===== src/tsc_regs.svh =====
// register offsets, field positions, reset values and timing counts
`ifndef TSC_REGS_SVH
`define TSC_REGS_SVH
`define TSC_OFF_CTRL 4'h0
`define TSC_OFF_STAT 4'h4
`define TSC_OFF_FAIL 4'h8
`define TSC_CTRL_RESET 8'h38
`define TSC_CTRL_PLL_BIT 7
`define TSC_CTRL_FREQ_HI 6
`define TSC_CTRL_FREQ_LO 3
`define TSC_STAT_SOSC_BIT 7
`define TSC_STAT_PLL_RDY_BIT 6
`define TSC_STAT_TMR_DONE_BIT 5
`define TSC_STAT_HFR_BIT 4
`define TSC_STAT_HFL_BIT 3
`define TSC_STAT_MFR_BIT 2
`define TSC_STAT_LFR_BIT 1
`define TSC_STAT_HFS_BIT 0
`define TSC_FAIL_FLAG_BIT 0
`define TSC_FAIL_IE_BIT 1
`define TSC_STARTUP_COUNT 1024
`define TSC_SAMPLE_DIV 64
`define TSC_MODE_LOWPWR 3'h0
`define TSC_MODE_STD 3'h1
`define TSC_MODE_FAST 3'h2
`define TSC_MODE_INTERNAL 3'h4
`define TSC_SCS_CFG 2'h0
`define TSC_SCS_SEC 2'h1
`define TSC_RESP_OKAY 2'h0
`define TSC_RESP_SLVERR 2'h2
`endif


===== src/tsc_pkg.sv =====
// types for the two-speed start-up and fail-safe clock block
package tsc_pkg;
  typedef enum logic [2:0] {
    TSC_ST_IDLE = 3'b000,
    TSC_ST_COUNT = 3'b001,
    TSC_ST_WAIT_INT = 3'b010,
    TSC_ST_HOLD = 3'b011,
    TSC_ST_EXT = 3'b100
  } tsc_state_e;

  typedef enum logic [1:0] {
    TSC_SRC_INT = 2'b00,
    TSC_SRC_EXT = 2'b01,
    TSC_SRC_SEC = 2'b10
  } tsc_src_e;

  typedef struct packed {
    logic [2:0] osc_mode_config;
    logic two_speed_config_enable;
    logic fail_monitor_enable;
    logic cfg_pll_enable;
  } tsc_cfg_s;

  typedef struct packed {
    logic sec_osc_enable;
    logic sec_osc_raw_ready;
    logic pll_ready_status;
    logic high_osc_ready;
    logic high_osc_locked;
    logic high_osc_stable;
    logic mid_osc_ready;
    logic low_osc_ready;
  } tsc_osc_stat_s;

  typedef struct packed {
    logic awvalid;
    logic [3:0] awaddr;
    logic wvalid;
    logic [31:0] wdata;
    logic [3:0] wstrb;
    logic bready;
    logic arvalid;
    logic [3:0] araddr;
    logic rready;
  } tsc_axi_req_s;

  typedef struct packed {
    logic awready;
    logic wready;
    logic bvalid;
    logic [1:0] bresp;
    logic arready;
    logic rvalid;
    logic [31:0] rdata;
    logic [1:0] rresp;
  } tsc_axi_rsp_s;
endpackage : tsc_pkg


===== src/tsc_clock_ctrl.sv =====
// two-speed start-up, fail-safe monitor and oscillator registers
//
// Local design decisions: register access over AXI4-Lite and the address map.
`timescale 1ns/10ps
`default_nettype none
`include "tsc_regs.svh"

//Contract
// crystal modes wait 1024 oscillations before use
// non-crystal modes disable two-speed start-up
// count done while awake sets status, switches
// sleep aborts count, status stays clear
// two-speed needs enable, select 00, crystal
// start-up after reset/powerup timer and wake
// count, internal fall, status, external fall
// status one on external, zero on internal
// monitor enable covers all, forces two-speed
// sample clock is low osc divided 64
// latch set by external, cleared by sample
// failure selects internal, sets fail flag
// stay internal until firmware switches back
// reset, sleep, select write clear fail-safe
// select change restarts timer, clears on switch
// flag set again while failure persists
// external clock modes: monitor active immediately
// config pll overrides software pll bit
// frequency select resets to 0111
// select 00 config, 01 secondary, 1x internal
// secondary ready reads one when disabled
// locked, stable and ready bits read back
// reset clears system clock select
// automatic switches leave select untouched
// failure indication synchronised before use
module tsc_clock_ctrl #(
  parameter int STARTUP_COUNT = `TSC_STARTUP_COUNT,
  parameter int SAMPLE_DIV = `TSC_SAMPLE_DIV
) (
  input wire logic clk_sys,
  input wire logic sys_rst,
  input wire tsc_pkg::tsc_axi_req_s axi_req,
  output tsc_pkg::tsc_axi_rsp_s axi_rsp,
  input wire tsc_pkg::tsc_cfg_s cfg,
  input wire tsc_pkg::tsc_osc_stat_s osc_stat,
  input wire logic powerup_done,
  input wire logic sleep_enter,
  input wire logic wake_up,
  input wire logic ext_clk,
  input wire logic int_clk,
  input wire logic low_clk,
  output logic [1:0] clk_source,
  output logic [3:0] int_osc_freq_select,
  output logic pll_enable,
  output logic osc_fail_irq
);
  import tsc_pkg::*;

  localparam int OW = $clog2(STARTUP_COUNT + 1);
  localparam int DW = $clog2(SAMPLE_DIV);
  localparam int HALF = SAMPLE_DIV / 2;

  typedef struct packed {
    tsc_state_e st;
    logic [OW-1:0] su_cnt;
    logic [DW-1:0] div_cnt;
    logic [2:0] ext_s;
    logic [2:0] int_s;
    logic [2:0] low_s;
    logic latch;
    logic [1:0] fail_s;
    logic fail_safe;
    logic tmr_done;
    logic osc_fail_flag;
    logic osc_fail_irq_enable;
    logic sw_pll_enable;
    logic [3:0] freq;
    logic [1:0] sys_clock_select;
    logic started;
    logic aw_hit;
    logic [3:0] aw_addr;
    logic w_hit;
    logic [31:0] w_data;
    logic [3:0] w_strb;
    logic bvalid;
    logic [1:0] bresp;
    logic rvalid;
    logic [31:0] rdata;
    logic [1:0] rresp;
  } tsc_state_s;

  tsc_state_s q, d;
  logic crystal, two_speed, ext_fall, int_fall, low_rise, sample_rise;
  logic sample_clk, fail_now, wr_go, scs_change;
  logic miss_now, watch_ext, restart_xtal, direct_ext;
  logic [7:0] ctrl_rd, stat_rd, fail_rd, wbyte;

  // edge detectors read only the second and third synchroniser stages
  assign ext_fall = q.ext_s[2] & ~q.ext_s[1];
  assign int_fall = q.int_s[2] & ~q.int_s[1];
  assign low_rise = q.low_s[1] & ~q.low_s[2];
  assign sample_clk = q.div_cnt[DW-1];
  assign sample_rise = low_rise && (q.div_cnt == DW'(HALF - 1));

  assign crystal = (cfg.osc_mode_config == `TSC_MODE_LOWPWR) ||
                   (cfg.osc_mode_config == `TSC_MODE_STD) ||
                   (cfg.osc_mode_config == `TSC_MODE_FAST);
  // the monitor forces two-speed start-up on as well
  assign two_speed = (cfg.two_speed_config_enable | cfg.fail_monitor_enable)
                     && q.sys_clock_select == `TSC_SCS_CFG
                     && crystal; // see R05
  assign fail_now = q.fail_s[1];
  assign wr_go = q.aw_hit && q.w_hit && !q.bvalid;
  assign wbyte = q.w_data[7:0];
  assign scs_change = wr_go && q.aw_addr == `TSC_OFF_CTRL && q.w_strb[0] &&
                      wbyte[1:0] != q.sys_clock_select;
  assign restart_xtal = wbyte[1:0] == `TSC_SCS_CFG && crystal;
  // with no start-up timer the external clock is taken at once
  assign direct_ext = !two_speed && q.sys_clock_select == `TSC_SCS_CFG;

  // a sample edge that finds the latch still clear is a missed clock
  assign miss_now = sample_rise && !q.latch && !ext_fall;
  // watched only after hand-over; a parked crystal must not raise the flag
  assign watch_ext = cfg.fail_monitor_enable && q.st == TSC_ST_EXT &&
                     q.sys_clock_select == `TSC_SCS_CFG;

  always_comb begin
    ctrl_rd = 8'h00;
    ctrl_rd[`TSC_CTRL_PLL_BIT] = q.sw_pll_enable;
    ctrl_rd[`TSC_CTRL_FREQ_HI:`TSC_CTRL_FREQ_LO] = q.freq;
    ctrl_rd[1:0] = q.sys_clock_select;
    stat_rd = 8'h00;
    stat_rd[`TSC_STAT_SOSC_BIT] = osc_stat.sec_osc_enable ?
      osc_stat.sec_osc_raw_ready : 1'b1;
    stat_rd[`TSC_STAT_PLL_RDY_BIT] = osc_stat.pll_ready_status;
    stat_rd[`TSC_STAT_TMR_DONE_BIT] = q.tmr_done;
    stat_rd[`TSC_STAT_HFR_BIT] = osc_stat.high_osc_ready;
    stat_rd[`TSC_STAT_HFL_BIT] = osc_stat.high_osc_locked;
    stat_rd[`TSC_STAT_MFR_BIT] = osc_stat.mid_osc_ready;
    stat_rd[`TSC_STAT_LFR_BIT] = osc_stat.low_osc_ready;
    stat_rd[`TSC_STAT_HFS_BIT] = osc_stat.high_osc_stable;
    fail_rd = 8'h00;
    fail_rd[`TSC_FAIL_FLAG_BIT] = q.osc_fail_flag;
    fail_rd[`TSC_FAIL_IE_BIT] = q.osc_fail_irq_enable;
  end

  always_comb begin
    d = q;
    d.ext_s = {q.ext_s[1:0], ext_clk};
    d.int_s = {q.int_s[1:0], int_clk};
    d.low_s = {q.low_s[1:0], low_clk};

    if (low_rise) begin
      d.div_cnt = q.div_cnt + DW'(1);
    end

    // latch: external fall sets it, sample rise clears and checks it
    if (ext_fall) begin
      d.latch = 1'b1;
    end else if (sample_rise) begin
      d.latch = 1'b0;
    end
    // two flops between detector and the switch/flag
    d.fail_s = {q.fail_s[0], miss_now && watch_ext};

    // start-up sequencer
    case (q.st)
      TSC_ST_IDLE: begin
        if (!q.started && powerup_done) begin
          d.started = 1'b1;
          d.su_cnt = '0;
          d.st = two_speed ? TSC_ST_COUNT : TSC_ST_EXT;
          d.tmr_done = direct_ext;
        end
      end
      TSC_ST_COUNT: begin
        // counts falls of the synchronised crystal clock
        if (ext_fall) begin
          d.su_cnt = q.su_cnt + OW'(1);
        end
        if (q.su_cnt == OW'(STARTUP_COUNT)) begin
          d.st = TSC_ST_WAIT_INT;
        end
      end
      TSC_ST_WAIT_INT: begin
        if (int_fall) begin
          d.tmr_done = 1'b1; // see R03
          d.st = TSC_ST_HOLD;
        end
      end
      TSC_ST_HOLD: begin
        // clock held low here; the external fall lets it resume cleanly
        if (ext_fall) begin
          d.st = TSC_ST_EXT;
          d.fail_safe = 1'b0;
        end
      end
      TSC_ST_EXT: begin
        if (fail_now && q.sys_clock_select == `TSC_SCS_CFG) begin
          d.fail_safe = 1'b1; // see R12
          d.tmr_done = 1'b0;
        end
      end
      default: begin
        d.st = TSC_ST_IDLE;
      end
    endcase

    if (wake_up) begin
      d.su_cnt = '0;
      d.st = two_speed ? TSC_ST_COUNT : TSC_ST_EXT; // see R06
      d.tmr_done = direct_ext;
    end

    if (sleep_enter) begin
      d.st = TSC_ST_IDLE;
      d.started = 1'b1;
      d.tmr_done = 1'b0;
      d.fail_safe = 1'b0;
    end

    // register writes
    if (axi_req.awvalid && !q.aw_hit) begin
      d.aw_hit = 1'b1;
      d.aw_addr = axi_req.awaddr;
    end
    if (axi_req.wvalid && !q.w_hit) begin
      d.w_hit = 1'b1;
      d.w_data = axi_req.wdata;
      d.w_strb = axi_req.wstrb;
    end
    if (wr_go) begin
      d.bvalid = 1'b1;
      d.bresp = `TSC_RESP_OKAY;
      case (q.aw_addr)
        `TSC_OFF_CTRL: begin
          if (q.w_strb[0]) begin
            d.sw_pll_enable = wbyte[`TSC_CTRL_PLL_BIT];
            d.freq = wbyte[`TSC_CTRL_FREQ_HI:`TSC_CTRL_FREQ_LO];
            d.sys_clock_select = wbyte[1:0];
          end
        end
        `TSC_OFF_FAIL: begin
          if (q.w_strb[0]) begin
            d.osc_fail_irq_enable = wbyte[`TSC_FAIL_IE_BIT];
            d.osc_fail_flag = q.osc_fail_flag & wbyte[`TSC_FAIL_FLAG_BIT];
          end
        end
        `TSC_OFF_STAT: begin
          // status is read only; the write is accepted and dropped
          d.bresp = `TSC_RESP_OKAY;
        end
        default: begin
          d.bresp = `TSC_RESP_SLVERR;
        end
      endcase
    end

    if (scs_change) begin
      // fail-safe held until the restarted timer lands on external clock
      d.su_cnt = '0;
      d.tmr_done = 1'b0;
      d.st = restart_xtal ? TSC_ST_COUNT : TSC_ST_EXT;
      if (!restart_xtal) begin
        d.fail_safe = 1'b0;
      end
    end

    // hardware set wins over a software clear in the same cycle
    if (fail_now) begin
      d.osc_fail_flag = 1'b1; // see R12
    end

    // response accepted: both capture slots open again
    if (q.bvalid && axi_req.bready) begin
      d.bvalid = 1'b0;
      d.aw_hit = 1'b0;
      d.w_hit = 1'b0;
    end

    // bits 31:8 of every register read as zero
    if (axi_req.arvalid && !q.rvalid) begin
      d.rvalid = 1'b1;
      d.rresp = `TSC_RESP_OKAY;
      case (axi_req.araddr)
        `TSC_OFF_CTRL: begin
          d.rdata = {24'h000000, ctrl_rd};
        end
        `TSC_OFF_STAT: begin
          d.rdata = {24'h000000, stat_rd};
        end
        `TSC_OFF_FAIL: begin
          d.rdata = {24'h000000, fail_rd};
        end
        default: begin
          d.rdata = 32'h00000000;
          d.rresp = `TSC_RESP_SLVERR;
        end
      endcase
    end else if (q.rvalid && axi_req.rready) begin
      d.rvalid = 1'b0;
    end
  end

  always_ff @(posedge clk_sys) begin
    if (sys_rst) begin
      q <= '0;
      q.st <= TSC_ST_IDLE;
      q.freq <= 4'(`TSC_CTRL_RESET >> `TSC_CTRL_FREQ_LO);
      q.tmr_done <= 1'b0;
      q.osc_fail_flag <= 1'b0;
      q.sys_clock_select <= `TSC_SCS_CFG;
      q.fail_safe <= 1'b0;
    end else begin
      q <= d;
    end
  end

  always_comb begin
    axi_rsp.awready = !q.aw_hit;
    axi_rsp.wready = !q.w_hit;
    axi_rsp.bvalid = q.bvalid;
    axi_rsp.bresp = q.bresp;
    axi_rsp.arready = !q.rvalid;
    axi_rsp.rvalid = q.rvalid;
    axi_rsp.rdata = q.rdata;
    axi_rsp.rresp = q.rresp;
  end

  // automatic switches steer clk_source only, never the select
  always_comb begin
    if (q.sys_clock_select[1]) begin
      clk_source = TSC_SRC_INT;
    end else if (q.sys_clock_select == `TSC_SCS_SEC) begin
      clk_source = q.fail_safe ? TSC_SRC_INT : TSC_SRC_SEC;
    end else if (q.st == TSC_ST_EXT && !q.fail_safe &&
                 cfg.osc_mode_config != `TSC_MODE_INTERNAL) begin
      clk_source = TSC_SRC_EXT;
    end else begin
      clk_source = TSC_SRC_INT;
    end
  end

  assign int_osc_freq_select = q.freq;
  assign pll_enable = cfg.cfg_pll_enable | q.sw_pll_enable;
  assign osc_fail_irq = q.osc_fail_flag & q.osc_fail_irq_enable;
endmodule : tsc_clock_ctrl
`default_nettype wire


===== config.mk =====
export PLATFORM = sky130hd
export DESIGN_NAME = tsc_clock_ctrl
export DESIGN_NICKNAME = d
export VERILOG_FILES = /design/src/tsc_pkg.sv /design/src/tsc_clock_ctrl.sv
export VERILOG_INCLUDE_DIRS = /design/src
export SDC_FILE = /design/constraint.sdc
export NUM_CORES = 1
export LEC_CHECK = 0
export BUFFER_PORTS_ARGS = -buffer_cell sky130_fd_sc_hd__buf_2
export CAP_MARGIN = 40
export CORE_MARGIN = 3
export CORE_UTILIZATION = 45
export CTS_CLUSTER_SIZE = 10
export DETAILED_ROUTE_END_ITERATION = 12
export GPL_TIMING_DRIVEN = 0
export PLACE_DENSITY = 0.73
export SYNTH_ARGS = -nofsm -noshare
export SYNTH_HDL_FRONTEND = slang
export SYNTH_SLANG_ARGS = --single-unit

===== constraint.sdc =====
create_clock -name clk_sys -period 3 [get_ports clk_sys]
set_input_delay 0.45 -clock clk_sys [delete_from_list [all_inputs] [get_ports clk_sys]]
set_output_delay 0.45 -clock clk_sys [all_outputs]
set_load 0.02 [all_outputs]

==> metrics.cfg <==
[synth]
synth-compound-area-share_pct=12.11
netlist_area_um2=3390
synth_area_per_cell_um2=9.063
ys.flop_type=dfxtp_1
ys_ff_latch=70
synthCells=374
muxShareOfSynthArea_pct=8.121
synth.area.top_cells=dfxtp_1, buf_4, mux2i_1
synth-edff-count=0
yosys_warnings=0
yosysTopAreaCell=dfxtp_1
synth_top_area_share_pct=41.34
async_flop_share_pct=0
yosys.area_share.adder_pct=1.107
synth_top_family_by_area=simple AND/OR/NAND/NOR gates
synthXorXnorAreaFrac_pct=3.618
yosysUniqueCellTypes=56
ys_seq_area_share_pct=41.34
post_synth_and_or_nand_nor_area_fraction_pct=21.63

[timing]
period_share_pct=75.48
finalHoldViolCount=0
setup_violations=0
fmax_mhz=441.6
slew_viol_final=0
worst_slew_pin_slew_ns=0.8941
setup-tns-final_ns=0
period_needed_ns=2.264
fin_hold_ws_ns=0.2914
skew_ns=0.007188
slew_headroom_pct=39.84
rsz0062_at_grt=no

[floorplanning]
fp.dieH_um=92.79
ios=120
fp-row-count=31
die_w_um=92.79
start_util_pct=46.48
coreArea_um2=7292
dieArea_um2=8610

[place]
gp_congestion=0.8543
port_buffers=64
dp_hpwl_um=5324
place_inst=563

[status]
status=complete, no violations

[global_routing]
grt_max_degree=13
grt_overflow_total=0
grt_pass1_vias=2534
track_usage_pct=16.48
antenna_found_initial=0
grt_pass1_wl_um=11450

[worst_setup_path]
critPathArrivalTime_ns=1.81
reg2reg_depth=6
crit_end=clk_source[0]
critPathCaptureType=output port
critPathKind=reg -> out
worstSetupStartpoint=q[122]$_SDFFE_PP0P_
r2r_slack_ns=0.98
path_max_fanout=10
critPathLaunchType=flip-flop
reg2reg_to=q[120]$_SDFFE_PP0P_
r2r-start=q[75]$_SDFFE_PP0P_
cp_data_required_time_ns=2.55

[finish]
syn2layout_area_growth_pct=21.85
nNetsFinal=549
drive_gt1_share_pct=29.17
post-route-util_pct=56.64
final_common_cell=dfxtp_1
fill_cells=694
layout_common_cells=dfxtp_1, buf_2, nor2_1
fin_cells=579
diodes=0

[power_and_ir_drop]
comb_power_share_pct=13.3
swShare_pct=25.92
seqPwrFrac_pct=48.9
internal-power_mw=1.479
ir_drop_v=0.0003308
p_sw_mw=0.5175
leakagePower_nw=1.795
p_clk_share_pct=37.7
power_density_nw_per_um2=483.4

[clocking]
numCtsBuffers=9
cts_tree=built
cts_hold_buffers=0
cts_resized=0
h-tree-depth=3
clock_path_buffers=2
clock-sinks=70
cts.clk_slew.worst_paths_ns=0.07
clk-insertion-delay-late_ns=0.34
postCtsSetupRepairBufs=0
cts-root-buf=clkbuf_8

[hold_path]
worst_hold_path_type=in -> reg
min_from=axi_req[0]

[detailed_routing]
num_vias=2795
drt_first_iter_violations=145
detail-route-antenna-nets=0
drt_wl_total_um=6910
drtPass1Iterations=4
wl_per_cell_um=11.93
drc=0
routed_via_density=4.827

[run]
max-cap-violations=0

-- state kept, by name (all words and copies together) (netlist names) --
name,count
axi_rsp,12
q,41
int_osc_freq_select,4
d,7
fail_rd,2
ctrl_rd,3
fail_now,1
-- worst min path at each step --
| stage | slack [ns] | end | cells after the start |
|---|---|---|---|
| global placement | 0.42 | d[97]$_SDFF_PP0_ | 1 |
| global route | 0.28 | axi_rsp[34]$_SDFFE_PP0P_ | 2 |
| finish | 0.29 | axi_rsp[34]$_SDFFE_PP0P_ | 2 |
| detailed placement | 0.43 | d[103]$_SDFF_PP0_ | 1 |
| floorplan | 0.41 | d[100]$_SDFF_PP0_ | 1 |
| CTS | 0.28 | axi_rsp[34]$_SDFFE_PP0P_ | 2 |
-- per-layer routing --
layer,share of wire (%),global-route usage [%],vias to the layer above
li1,-,-,1430
met4,1.8,6.838,0
met2,46,26.63,76
met1,47,21.76,1278
met5,0,0,-
met3,5.2,2.762,11
-- stage by stage --
step	setup slack, ns	total power [mW]	instance area (µm²)
after CTS	0.7246	2.017	4130
after global placement	0.9309	1.258	3928
after global routing	0.6438	2.096	4130
after detailed placement	0.9368	1.265	3931
final	0.7356	1.997	4130
after floorplan	1.171	1.192	3483
-- kinds of logic after synthesis --
group / count (synthesis)
flops: 70
other cells: 1
buf+inv: 63
mux: 27
xor+xnor: 14
simple gates: 142
fa+ha+maj: 3
compound gates: 54
-- synthesized netlist by cell type, types with 2 or more instances --
master,n
dfxtp_1,70
nor2_1,59
buf_4,43
mux2i_1,23
nand2_1,16
nor2b_1,15
a21oi_1,14
xor2_1,11
clkbuf_1,10
inv_1,8
nand2b_1,8
o21ai_0,8
nand4_1,7
a22oi_1,6
nor3_1,6
a211oi_1,5
and3_1,4
mux2_2,4
nand3b_1,4
or3_1,4
ha_1,3
nor4b_1,3
or2_2,3
xnor2_1,3
a31oi_1,2
and2_1,2
nor3b_1,2
nor4_1,2
o21a_1,2
-- power by group through the flow --
stage	registers, mW	logic (mW)	clock network [mW]
after global routing	0.981	0.294	0.821
after detailed placement	0.999	0.266	0
after floorplan	0.993	0.199	0
after CTS	0.977	0.267	0.773
final	0.977	0.266	0.753
after global placement	0.997	0.261	0
-- worst max-delay path, stage by stage (launching register included) --
cell and delay (ns):
dfxtp_1 0.31, buf_6 0.13, nor2_1 0.37, nand3_1 0.21, a211oi_1 0.27, buf_2 0.20
-- layout make-up --
| cell class | instances | area [µm²] | area share (%) |
|---|---|---|---|
| Clock buffer | 10 | 137.6 | 3.332 |
| Clock inverter | 6 | 61.31 | 1.484 |
| Multi-Input combinational cell | 266 | 1677 | 40.59 |
| Sequential cell | 70 | 1401 | 33.93 |
| Tap cell | 99 | 123.9 | 2.999 |
| Timing Repair Buffer | 65 | 324.1 | 7.846 |
| Buffer | 55 | 375.4 | 9.088 |
| Inverter | 8 | 30.03 | 0.7271 |
No activity file was read; power rests on OpenSTA's default activity.
